===== config.mk =====
export PLATFORM = sky130hd
export DESIGN_NAME = host_pin_function_mux
export DESIGN_NICKNAME = d
export VERILOG_FILES = /design/src/common/pin_mux_pkg.sv /design/src/core/sync_2ff.sv /design/src/core/host_pin_function_mux.sv
export VERILOG_INCLUDE_DIRS = /design/src /design/src/common
export SDC_FILE = /design/constraint.sdc
export NUM_CORES = 1
export LEC_CHECK = 0
export ABC_CLOCK_PERIOD_IN_PS = 6700
export BUFFER_PORTS_ARGS = -buffer_cell sky130_fd_sc_hd__buf_4
export CORE_UTILIZATION = 45
export CTS_CLUSTER_SIZE = 8
export DETAILED_ROUTE_END_ITERATION = 8
export GPL_ROUTABILITY_DRIVEN = 1
export GPL_TIMING_DRIVEN = 1
export HOLD_SLACK_MARGIN = 0.06
export PLACE_DENSITY = 0.8
export REMOVE_ABC_BUFFERS = 1
export SYNTH_ARGS = -nofsm -noshare
export SYNTH_HDL_FRONTEND = slang
export SYNTH_SLANG_ARGS = --single-unit

===== constraint.sdc =====
create_clock -name aclk -period 6.7 [get_ports aclk]
set_input_delay 1.005 -clock aclk [delete_from_list [all_inputs] [get_ports aclk]]
set_output_delay 1.005 -clock aclk [all_outputs]
set_load 0.01 [all_outputs]

===== src/common/pin_mux_params.svh =====
// Register offsets, field positions and reset values of the pin function block
`ifndef PIN_MUX_PARAMS_SVH
`define PIN_MUX_PARAMS_SVH

`define OFS_PIN_SELECT    8'h00
`define OFS_CLOCK_CONFIG  8'h04
`define OFS_CONTROL       8'h08
`define OFS_IO_BASE       8'h0C
`define OFS_DMA           8'h10
`define OFS_STATUS        8'h14

`define RST_PIN_SELECT    8'h00
`define RST_CLOCK_CONFIG  8'h00
`define RST_CONTROL       8'h00
`define RST_IO_BASE       16'h0000

`define FLD_PIN2_LO       0
`define FLD_PIN3_LO       2
`define FLD_PIN0_LO       4
`define FLD_PIN1_LO       6
`define FLD_CLK_24M       5
`define FLD_IRQ8_HIGH     0
`define FLD_EPP_MODE      1
`define FLD_DMA_DONE_LO   4

`define RESP_OKAY         2'h0
`define RESP_SLVERR       2'h2

`endif


===== src/common/pin_mux_pkg.sv =====
// Types shared by the pin function block
package pin_mux_pkg;
  typedef enum logic [2:0] {
    REG_PIN_SELECT   = 3'b000,
    REG_CLOCK_CONFIG = 3'b001,
    REG_CONTROL      = 3'b010,
    REG_IO_BASE      = 3'b011,
    REG_DMA          = 3'b100,
    REG_STATUS       = 3'b101,
    REG_NONE         = 3'b111
  } reg_e;

  typedef enum logic [1:0] {
    FN_HOST  = 2'b00,
    FN_GPIO  = 2'b01,
    FN_ALT   = 2'b10,
    FN_UART3 = 2'b11
  } pin_fn_e;

  typedef struct packed {
    logic o;
    logic oe_n;
  } pin_drive_s;
endpackage : pin_mux_pkg


===== src/core/sync_2ff.sv =====
// Two-flop synchroniser for a vector of asynchronous pin levels
`timescale 1ns/1ps
module sync_2ff #(
  parameter int             WIDTH     = 1,
  parameter logic [WIDTH-1:0] RESET_VAL = '0
) (
  input  wire logic             aclk,
  input  wire logic             aresetn,
  input  wire logic [WIDTH-1:0] async_in,
  output logic      [WIDTH-1:0] sync_out
);
  logic [WIDTH-1:0] meta_q;

  always_ff @(posedge aclk) begin
    if (!aresetn) begin
      meta_q   <= RESET_VAL;
      sync_out <= RESET_VAL;
    end else begin
      meta_q   <= async_in;
      sync_out <= meta_q;
    end
  end
endmodule : sync_2ff


===== src/core/host_pin_function_mux.sv =====
// Shared host pin routing, DMA handshakes, EPP ready extension and AXI4-Lite registers
`timescale 1ns/1ps
`include "pin_mux_params.svh"

// Operation
// - Select bits 5:4 route shared pin 0 to DMA 0 acknowledge, GPIO1 bit 6, keyboard bit 5 or UART3 RTS.
// - Select bits 7:6 route shared pin 1 to DMA 0 request, GPIO1 bit 7, keyboard bit 4 or UART3 DTR.
// - Select bits 1:0 route shared pin 2 to IRQ 14, GPIO1 bit 4, power LED or IR module select 1.
// - Select bits 3:2 route shared pin 3 to IRQ 15, GPIO1 bit 5, watchdog or IR module select 2.
// - After reset every select field is 00 so the pins carry the host DMA 0 and IRQ 14/15 functions.
// - Code 11 only takes effect on the variant with the third UART; otherwise the pin floats.
// - The master reset input is active high and resets the block's logic while high.
// - In EPP mode the open-drain channel ready output is pulled low until the cycle can complete.
// - Terminal count sampled during an acknowledged cycle ends that channel's DMA transfer.
// - Each of the four channels raises its request and the host answers with its acknowledge.
// - Interrupt 8 is active low by default for the clock interrupt, active high on selection.
// - A clock configuration bit tells whether a 14.318 MHz or 24 MHz reference is present.
// - Host I/O accesses are decoded on all 16 address bits.
module host_pin_function_mux
  import pin_mux_pkg::*;
#(
  parameter int       ADDR_W    = 8,
  parameter bit       HAS_UART3 = 1'b1
) (
  input  wire logic                    aclk,
  input  wire logic                    aresetn,
  input  wire logic [ADDR_W-1:0]       s_axi_awaddr,
  input  wire logic                    s_axi_awvalid,
  output logic                         s_axi_awready,
  input  wire logic [31:0]             s_axi_wdata,
  input  wire logic [3:0]              s_axi_wstrb,
  input  wire logic                    s_axi_wvalid,
  output logic                         s_axi_wready,
  output logic [1:0]                   s_axi_bresp,
  output logic                         s_axi_bvalid,
  input  wire logic                    s_axi_bready,
  input  wire logic [ADDR_W-1:0]       s_axi_araddr,
  input  wire logic                    s_axi_arvalid,
  output logic                         s_axi_arready,
  output logic [31:0]                  s_axi_rdata,
  output logic [1:0]                   s_axi_rresp,
  output logic                         s_axi_rvalid,
  input  wire logic                    s_axi_rready,
  input  wire logic                    master_reset_in,
  input  wire logic [15:0]             host_addr,
  input  wire logic                    host_ior_n,
  input  wire logic                    host_iow_n,
  input  wire logic                    host_aen,
  input  wire logic                    epp_cycle_done,
  output logic                         iochrdy_o,
  output logic                         iochrdy_oe_n,
  input  wire logic [3:1]              dma_ack_n,
  input  wire logic                    dma_tc,
  output logic [3:1]                   dma_req,
  output logic [3:0]                   dma_ack_active,
  input  wire logic [3:0]              shared_pin_i,
  output pin_mux_pkg::pin_drive_s [3:0] shared_pin_drv,
  output logic [3:0]                   shared_pin_in,
  input  wire pin_mux_pkg::pin_drive_s [7:4] gpio1_drv,
  input  wire pin_mux_pkg::pin_drive_s [5:4] kbc_port1_drv,
  input  wire logic                    uart3_request_to_send,
  input  wire logic                    uart3_terminal_ready,
  input  wire logic                    ir_module_sel_1,
  input  wire logic                    ir_module_sel_2,
  input  wire logic                    power_led_out,
  input  wire logic                    watchdog_out,
  input  wire logic                    irq14_src,
  input  wire logic                    irq15_src,
  input  wire logic                    rtc_irq_event,
  output logic                         rtc_irq_active_low,
  output logic                         ref_clock_24m_sel
);
  import pin_mux_pkg::*;
  localparam int SYNC_W = 28;

  logic [SYNC_W-1:0] sync_q;
  logic [15:0]       addr_s;
  logic              ior_n_s, iow_n_s, aen_s, tc_s, mr_s;
  logic [3:1]        dack_n_s;
  logic [3:0]        pin_s;
  logic              rst;

  // Strobes and acknowledges idle high; resetting them high avoids a false cycle
  sync_2ff #(
    .WIDTH     (SYNC_W),
    .RESET_VAL ({16'h0000, 1'b1, 1'b1, 1'b1, 1'b0, 1'b0, 3'h7, 4'hF})
  ) u_sync (
    .aclk     (aclk),
    .aresetn  (aresetn),
    .async_in ({host_addr, host_ior_n, host_iow_n, host_aen, dma_tc, master_reset_in, dma_ack_n, shared_pin_i}),
    .sync_out (sync_q)
  );

  assign {addr_s, ior_n_s, iow_n_s, aen_s, tc_s, mr_s, dack_n_s, pin_s} = sync_q;
  assign rst = !aresetn || mr_s;

  function automatic reg_e decode(input logic [ADDR_W-1:0] a);
    case (a[7:0])
      `OFS_PIN_SELECT:   decode = REG_PIN_SELECT;
      `OFS_CLOCK_CONFIG: decode = REG_CLOCK_CONFIG;
      `OFS_CONTROL:      decode = REG_CONTROL;
      `OFS_IO_BASE:      decode = REG_IO_BASE;
      `OFS_DMA:          decode = REG_DMA;
      `OFS_STATUS:       decode = REG_STATUS;
      default:           decode = REG_NONE;
    endcase
  endfunction : decode

  function automatic pin_drive_s route(input logic [1:0] sel, input pin_drive_s f0, input pin_drive_s f1,
                                       input pin_drive_s f2, input pin_drive_s f3);
    case (pin_fn_e'(sel))
      FN_HOST:  route = f0;
      FN_GPIO:  route = f1;
      FN_ALT:   route = f2;
      FN_UART3: route = HAS_UART3 ? f3 : pin_drive_s'{o: 1'b1, oe_n: 1'b1};
      default:  route = '{o: 1'b1, oe_n: 1'b1};
    endcase
  endfunction : route

  // Register bus
  logic [7:0]        pin_sel_q;
  logic [7:0]        clk_cfg_q;
  logic [7:0]        ctrl_q;
  logic [15:0]       io_base_q;
  logic [3:0]        dma_req_q, dma_done_q;
  logic              aw_have_q, w_have_q;
  logic [ADDR_W-1:0] aw_addr_q;
  logic [31:0]       w_data_q;
  logic [3:0]        w_strb_q;
  logic              wr_fire;
  reg_e              wr_reg;
  logic              ext_q;
  logic [3:0]        dack_s;
  logic [3:0]        tc_end;

  assign s_axi_awready = !aw_have_q && !s_axi_bvalid;
  assign s_axi_wready  = !w_have_q && !s_axi_bvalid;
  assign s_axi_arready = !s_axi_rvalid;
  assign wr_fire       = aw_have_q && w_have_q && !s_axi_bvalid;
  assign wr_reg        = decode(aw_addr_q);

  always_ff @(posedge aclk) begin
    if (rst) begin
      aw_have_q    <= 1'b0;
      w_have_q     <= 1'b0;
      aw_addr_q    <= '0;
      w_data_q     <= 32'h0000_0000;
      w_strb_q     <= 4'h0;
      s_axi_bvalid <= 1'b0;
      s_axi_bresp  <= `RESP_OKAY;
    end else begin
      if (s_axi_awvalid && s_axi_awready) begin
        aw_have_q <= 1'b1;
        aw_addr_q <= s_axi_awaddr;
      end
      if (s_axi_wvalid && s_axi_wready) begin
        w_have_q <= 1'b1;
        w_data_q <= s_axi_wdata;
        w_strb_q <= s_axi_wstrb;
      end
      if (wr_fire) begin
        aw_have_q    <= 1'b0;
        w_have_q     <= 1'b0;
        s_axi_bvalid <= 1'b1;
        s_axi_bresp  <= (wr_reg == REG_NONE) ? `RESP_SLVERR : `RESP_OKAY;
      end else if (s_axi_bvalid && s_axi_bready) begin
        s_axi_bvalid <= 1'b0;
      end
    end
  end

  always_ff @(posedge aclk) begin
    if (rst) begin
      pin_sel_q <= `RST_PIN_SELECT;
      clk_cfg_q <= `RST_CLOCK_CONFIG;
      ctrl_q    <= `RST_CONTROL;
      io_base_q <= `RST_IO_BASE;
    end else if (wr_fire) begin
      case (wr_reg)
        REG_PIN_SELECT:   if (w_strb_q[0]) pin_sel_q <= w_data_q[7:0];
        REG_CLOCK_CONFIG: if (w_strb_q[0]) clk_cfg_q <= w_data_q[7:0];
        REG_CONTROL:      if (w_strb_q[0]) ctrl_q <= w_data_q[7:0];
        REG_IO_BASE: begin
          if (w_strb_q[0]) io_base_q[7:0] <= w_data_q[7:0];
          if (w_strb_q[1]) io_base_q[15:8] <= w_data_q[15:8];
        end
        default: ;
      endcase
    end
  end

  // DMA: software raises a request, terminal count under acknowledge ends it
  assign dack_s = {~dack_n_s, (pin_sel_q[5:4] == FN_HOST) ? ~pin_s[0] : 1'b0};
  assign tc_end = (tc_s ? dack_s : 4'h0) & dma_req_q;

  always_ff @(posedge aclk) begin
    if (rst) begin
      dma_req_q  <= 4'h0;
      dma_done_q <= 4'h0;
    end else begin
      if (wr_fire && wr_reg == REG_DMA && w_strb_q[0]) begin
        dma_req_q  <= w_data_q[3:0];
        dma_done_q <= (dma_done_q & ~w_data_q[7:4]) | tc_end; // Set beats clear
      end else begin
        dma_req_q  <= dma_req_q & ~tc_end;
        dma_done_q <= dma_done_q | tc_end;
      end
    end
  end

  always_ff @(posedge aclk) begin
    if (rst) begin
      dma_req        <= 3'h0;
      dma_ack_active <= 4'h0;
    end else begin
      dma_req        <= dma_req_q[3:1] & ~tc_end[3:1];
      dma_ack_active <= dack_s;
    end
  end

  // Host I/O: all address bits compared, strobes masked during DMA cycles
  logic io_hit;
  assign io_hit = !aen_s && (!ior_n_s || !iow_n_s) && (addr_s == io_base_q);

  always_ff @(posedge aclk) begin
    if (rst) begin
      ext_q <= 1'b0;
    end else begin
      ext_q <= ctrl_q[`FLD_EPP_MODE] && io_hit && !epp_cycle_done;
    end
  end

  assign iochrdy_o    = 1'b0;
  assign iochrdy_oe_n = !ext_q;

  // Shared pins
  always_ff @(posedge aclk) begin
    if (rst) begin
      shared_pin_drv <= {4{pin_drive_s'{o: 1'b1, oe_n: 1'b1}}};
      shared_pin_in  <= 4'h0;
    end else begin
      shared_pin_drv[0] <= route(pin_sel_q[`FLD_PIN0_LO +: 2], '{o: 1'b1, oe_n: 1'b1}, gpio1_drv[6],
                                 kbc_port1_drv[5], '{o: uart3_request_to_send, oe_n: 1'b0});
      shared_pin_drv[1] <= route(pin_sel_q[`FLD_PIN1_LO +: 2], '{o: dma_req_q[0] & ~tc_end[0], oe_n: 1'b0},
                                 gpio1_drv[7], kbc_port1_drv[4],
                                 '{o: uart3_terminal_ready, oe_n: 1'b0});
      shared_pin_drv[2] <= route(pin_sel_q[`FLD_PIN2_LO +: 2], '{o: irq14_src, oe_n: 1'b0}, gpio1_drv[4],
                                 '{o: power_led_out, oe_n: 1'b0}, '{o: ir_module_sel_1, oe_n: 1'b0});
      shared_pin_drv[3] <= route(pin_sel_q[`FLD_PIN3_LO +: 2], '{o: irq15_src, oe_n: 1'b0}, gpio1_drv[5],
                                 '{o: watchdog_out, oe_n: 1'b0}, '{o: ir_module_sel_2, oe_n: 1'b0});
      shared_pin_in     <= pin_s;
    end
  end

  // Interrupt 8 polarity and reference clock selection
  always_ff @(posedge aclk) begin
    if (rst) begin
      rtc_irq_active_low <= 1'b1;
      ref_clock_24m_sel  <= 1'b0;
    end else begin
      rtc_irq_active_low <= ctrl_q[`FLD_IRQ8_HIGH] ? rtc_irq_event : !rtc_irq_event;
      ref_clock_24m_sel  <= clk_cfg_q[`FLD_CLK_24M];
    end
  end

  // Read channel
  always_ff @(posedge aclk) begin
    if (rst) begin
      s_axi_rvalid <= 1'b0;
      s_axi_rdata  <= 32'h0000_0000;
      s_axi_rresp  <= `RESP_OKAY;
    end else if (s_axi_arvalid && s_axi_arready) begin
      s_axi_rvalid <= 1'b1;
      s_axi_rresp  <= `RESP_OKAY;
      case (decode(s_axi_araddr))
        REG_PIN_SELECT:   s_axi_rdata <= {24'h000000, pin_sel_q};
        REG_CLOCK_CONFIG: s_axi_rdata <= {24'h000000, clk_cfg_q};
        REG_CONTROL:      s_axi_rdata <= {24'h000000, ctrl_q};
        REG_IO_BASE:      s_axi_rdata <= {16'h0000, io_base_q};
        REG_DMA:          s_axi_rdata <= {24'h000000, dma_done_q, dma_req_q};
        REG_STATUS:       s_axi_rdata <= {19'h0, ext_q, pin_s, dack_s, 4'h0};
        default: begin
          s_axi_rdata <= 32'h0000_0000;
          s_axi_rresp <= `RESP_SLVERR;
        end
      endcase
    end else if (s_axi_rvalid && s_axi_rready) begin
      s_axi_rvalid <= 1'b0;
    end
  end

  property p_sel_reset;
    @(posedge aclk) rst |=> pin_sel_q == 8'h00;
  endproperty
  a_sel_reset: assert property (p_sel_reset) else $error("select not cleared by reset");
  property p_mr_reset;
    @(posedge aclk) disable iff (!aresetn) mr_s |=> (pin_sel_q == 8'h00) && (dma_req_q == 4'h0);
  endproperty
  a_mr_reset: assert property (p_mr_reset) else $error("master reset ignored");
  property p_pin0_dack;
    @(posedge aclk) disable iff (rst) pin_sel_q[5:4] == 2'b00 |=> shared_pin_drv[0].oe_n;
  endproperty
  a_pin0_dack: assert property (p_pin0_dack) else $error("dack pin driven");
  property p_pin1_drq;
    @(posedge aclk) disable iff (rst)
      (pin_sel_q[7:6] == 2'b00) && dma_req_q[0] && !tc_end[0] |=> !shared_pin_drv[1].oe_n && shared_pin_drv[1].o;
  endproperty
  a_pin1_drq: assert property (p_pin1_drq) else $error("drq0 not on pin");
  property p_pin2_irq;
    @(posedge aclk) disable iff (rst) pin_sel_q[1:0] == 2'b00 |=> shared_pin_drv[2].o == $past(irq14_src);
  endproperty
  a_pin2_irq: assert property (p_pin2_irq) else $error("irq14 not routed");
  property p_pin3_wdt;
    @(posedge aclk) disable iff (rst) pin_sel_q[3:2] == 2'b10 |=> shared_pin_drv[3].o == $past(watchdog_out);
  endproperty
  a_pin3_wdt: assert property (p_pin3_wdt) else $error("watchdog not routed");
  property p_no_uart3;
    @(posedge aclk) disable iff (rst) !HAS_UART3 && pin_sel_q[7:6] == 2'b11 |=> shared_pin_drv[1].oe_n;
  endproperty
  a_no_uart3: assert property (p_no_uart3) else $error("code 11 active without uart3");
  property p_tc_end;
    @(posedge aclk) disable iff (rst)
      tc_s && !dack_n_s[1] && dma_req_q[1] && !wr_fire |=> !dma_req_q[1] && dma_done_q[1] && !dma_req[1];
  endproperty
  a_tc_end: assert property (p_tc_end) else $error("tc did not end transfer");
  property p_aen_mask;
    @(posedge aclk) disable iff (rst) aen_s |=> iochrdy_oe_n;
  endproperty
  a_aen_mask: assert property (p_aen_mask) else $error("strobe taken during dma");
  property p_epp_ext;
    @(posedge aclk) disable iff (rst)
      ctrl_q[1] && io_hit && !epp_cycle_done |=> !iochrdy_oe_n && !iochrdy_o;
  endproperty
  a_epp_ext: assert property (p_epp_ext) else $error("channel ready not pulled low");
  property p_irq8_pol;
    @(posedge aclk) disable iff (rst) !ctrl_q[0] |=> rtc_irq_active_low == !$past(rtc_irq_event);
  endproperty
  a_irq8_pol: assert property (p_irq8_pol) else $error("irq8 polarity wrong");
endmodule : host_pin_function_mux


==> results.yml <==
floorplan:
  rows: 44
  die_area_um2: 15300
  core_area_um2: 14500
  start_util: 0.461
  die_w_um: 124
  pin_count: 173
  die_height_um: 124
finish:
  finalNonFillerCells: 1040
  final_cell_area_um2: 8290
  fin_nets: 953
  diodes: 0
  layout-drive-gt1-share: 0.210
  area_growth_pct: 24.1
synthesis:
  seq_area_frac_synth: 0.522
  synth_commonest_cells: "dfxtp_1 (174), nand2_1 (105), a21oi_1 (51)"
  syn_inst: 726
  syn_area_per_cell_um2: 9.20
  ys_ff_latch: 174
  yosysWarnings: 0
  synth_edf_count: 0
  synth_top_area_frac: 0.522
  synth_cell_types: 52
  ys_dominant_reg_cell: "dfxtp_1"
  yosys.area.top_type: "dfxtp_1"
  synth_most_common_cell: "dfxtp_1"
  async_flop_share: 0
  synthTopCellsByArea: "dfxtp_1 (52%), nand2_1 (5.9%), mux2i_1 (4.8%)"
  synth_area_um2: 6680
cts:
  hold_buffers: 0
  htreeDepth: 4
  insertion_delay_ns: 0.43
  cts_made_buffers: 17
  post_cts_buffers: 0
  post_cts_resize_count: 0
  clock-root-buffer: "clkbuf_16"
  cts_tree: "done"
  clockBufferDepth: 2
  cts_sinks: 174
  clkSlewWorstSetupHoldPaths_ns: 0.06
placed_design:
  gp_congestion: 0.874
  dp.cells: 1008
  dpl-instance-area_um2: 7700
  pre_cts_ws_ns: 2.61
  hpwl_um: 10500
  port_buffers: 135
detailed_routing:
  drt-initial-drc-count: 369
  viasPerCell: 5.10
  ant_nets: 0
  wl_per_cell_um: 14.7
  drt-pass1-iter-count: 5
  wl_um: 15300
  route.detailed.drc: 0
  via_count: 5304
worst_setup_path:
  rr_worst_depth: 5
  crit_fanout: 18
  crit_arrival_ns: 3.99
  crit_required_ns: 7.04
  end_kind: "flip-flop"
  path_class: "primary input to flip-flop"
  reg2reg_to: "ctrl_q[4]"
  setup.worst_path.end: "s_axi_rdata[12]"
  start_kind: "primary input"
  crit_path_start: "s_axi_araddr[1]"
  r2r_setup_slack_ns: 4.19
  timing.rr.start: "aw_addr_q[7]"
timing:
  post-route-period-util: 0.545
  skew_ns: 0.00602
  layout_min_cycle_time_ns: 3.65
  max_slew_margin: 0.221
  final_hold_viol_count: 0
  worst_slack_ns: 3.05
  setup_tns_ns: 0
  rsz0062_at_grt: "no"
  setup_viol_count_final: 0
  tightestPinTransition_ns: 1.16
  maxSlewViolCount: 0
  max_freq_mhz: 274
grt:
  met3_usage: 0.0522
  grt_busiest_layer: "met2"
  grt_pass1_vias: 4899
  grt_pass1_wl_um: 24200
  antenna_found_initial: 0
  use_met2: 0.353
  grt_util_met1: 0.264
  grt_max_degree: 80
  grtUsageTotal: 0.210
  grt_overflow: 0
pwr:
  power.leakage_uw: 0.00335
  power.density_nw_per_um2: 268
  max-vdd-ir-drop_mv: 0.176
outcome:
  outcome: "finished, final reports clean"
run:
  maxCapViolCount: 0
hold_path:
  hp-class: "flip-flop to flip-flop"
## registers in the layout, summed over array words and instances (netlist names), 2 cells and up
name and cells:
u_sync.sync_out 28, w_strb_q 2, ctrl_q 8, w_data_q 16
dma_done_q 4, dma_ack_active 4, s_axi_rdata 16, u_sync.meta_q 28
shared_pin_drv 8, pin_sel_q 8, aw_addr_q 8, dma_req 3
clk_cfg_q 8, shared_pin_in 4, dma_req_q 4, io_base_q 16
## critical path, stage by stage
cell      delay (ns)
buf_4           0.11
or3_1           0.38
nor3_1          0.16
buf_4           0.23
nand2_1         0.08
ha_1            0.44
a21oi_1         0.65
a211oi_1        0.14
or3_1           0.54
o21ai_0         0.25
## worst min-delay path by stage
| stage | from | endpoint | depth (start not counted) |
|---|---|---|---|
| after floorplan | u_sync.meta_q[0] | u_sync.sync_out[0] | 1 |
| after global placement | u_sync.meta_q[4] | u_sync.sync_out[4] | 1 |
| after detailed placement | u_sync.meta_q[6] | u_sync.sync_out[6] | 1 |
| after CTS | u_sync.meta_q[6] | u_sync.sync_out[6] | 1 |
| after global routing | u_sync.meta_q[4] | u_sync.sync_out[4] | 1 |
| final | u_sync.meta_q[6] | u_sync.sync_out[6] | 1 |
## placed cells by master (no fill, tap or decap), drive strengths merged, types with 9 or more instances in the layout
master / n
nand2b: 31
a22oi: 9
nor2: 48
a21oi: 51
buf: 138
nor3: 9
o21ai: 25
and2: 45
inv: 19
xnor2: 12
dfxtp: 174
nand3: 21
mux2i: 32
nand2: 106
conb: 19
nand3b: 9
clkbuf: 20
## per-layer routing
metal	wire length (µm)	vias up
met5	0	-
met3	1010	15
li1	-	2647
met1	6570	2460
met4	195	0
met2	7540	182
## where the power goes
part / internal (µW) / switching [µW] / total (µW)
clock: 562 / 406 / 968
combinational: 75.2 / 85.0 / 160
sequential: 1070 / 21.0 / 1090
## layout make-up
cell class / count / area [µm²]
clock buffer: 20 / 447
clock inverter: 12 / 136
fill: 1286 / 6190
inverter: 16 / 60.1
multi-input combinational: 496 / 2890
sequential: 174 / 3480
tap: 184 / 230
timing repair buffer: 138 / 1040
## cell families (layout without fill, tap and decap cells)
logic type | Yosys count | in the layout | synth area share
AO/OA/AOI/OAI | 121 | 121 | 0.110
XOR/XNOR | 17 | 17 | 0.0223
adder cells (fa/ha/maj) | 1 | 1 | 0.00187
buffers and inverters | 74 | 186 | 0.0558
flip-flops | 174 | 174 | 0.522
multiplexers | 36 | 36 | 0.0598
other | 1 | 19 | 0.000562
AND/OR/NAND/NOR | 302 | 302 | 0.228
## metrics by stage
| stage | utilization | hold slack [ns] | power (µW) |
|---|---|---|---|
| 6_report | 0.572 | 0.402 | 2220 |
| 3_3_place_gp | 0.532 | 0.390 | 1270 |
| 5_1_grt | 0.572 | 0.417 | 2300 |
| 3_5_place_dp | 0.532 | 0.393 | 1270 |
| 2_1_floorplan | - | 0.386 | 1180 |
| 4_1_cts | 0.572 | 0.402 | 2230 |
Power figures use the tool's default switching activity.
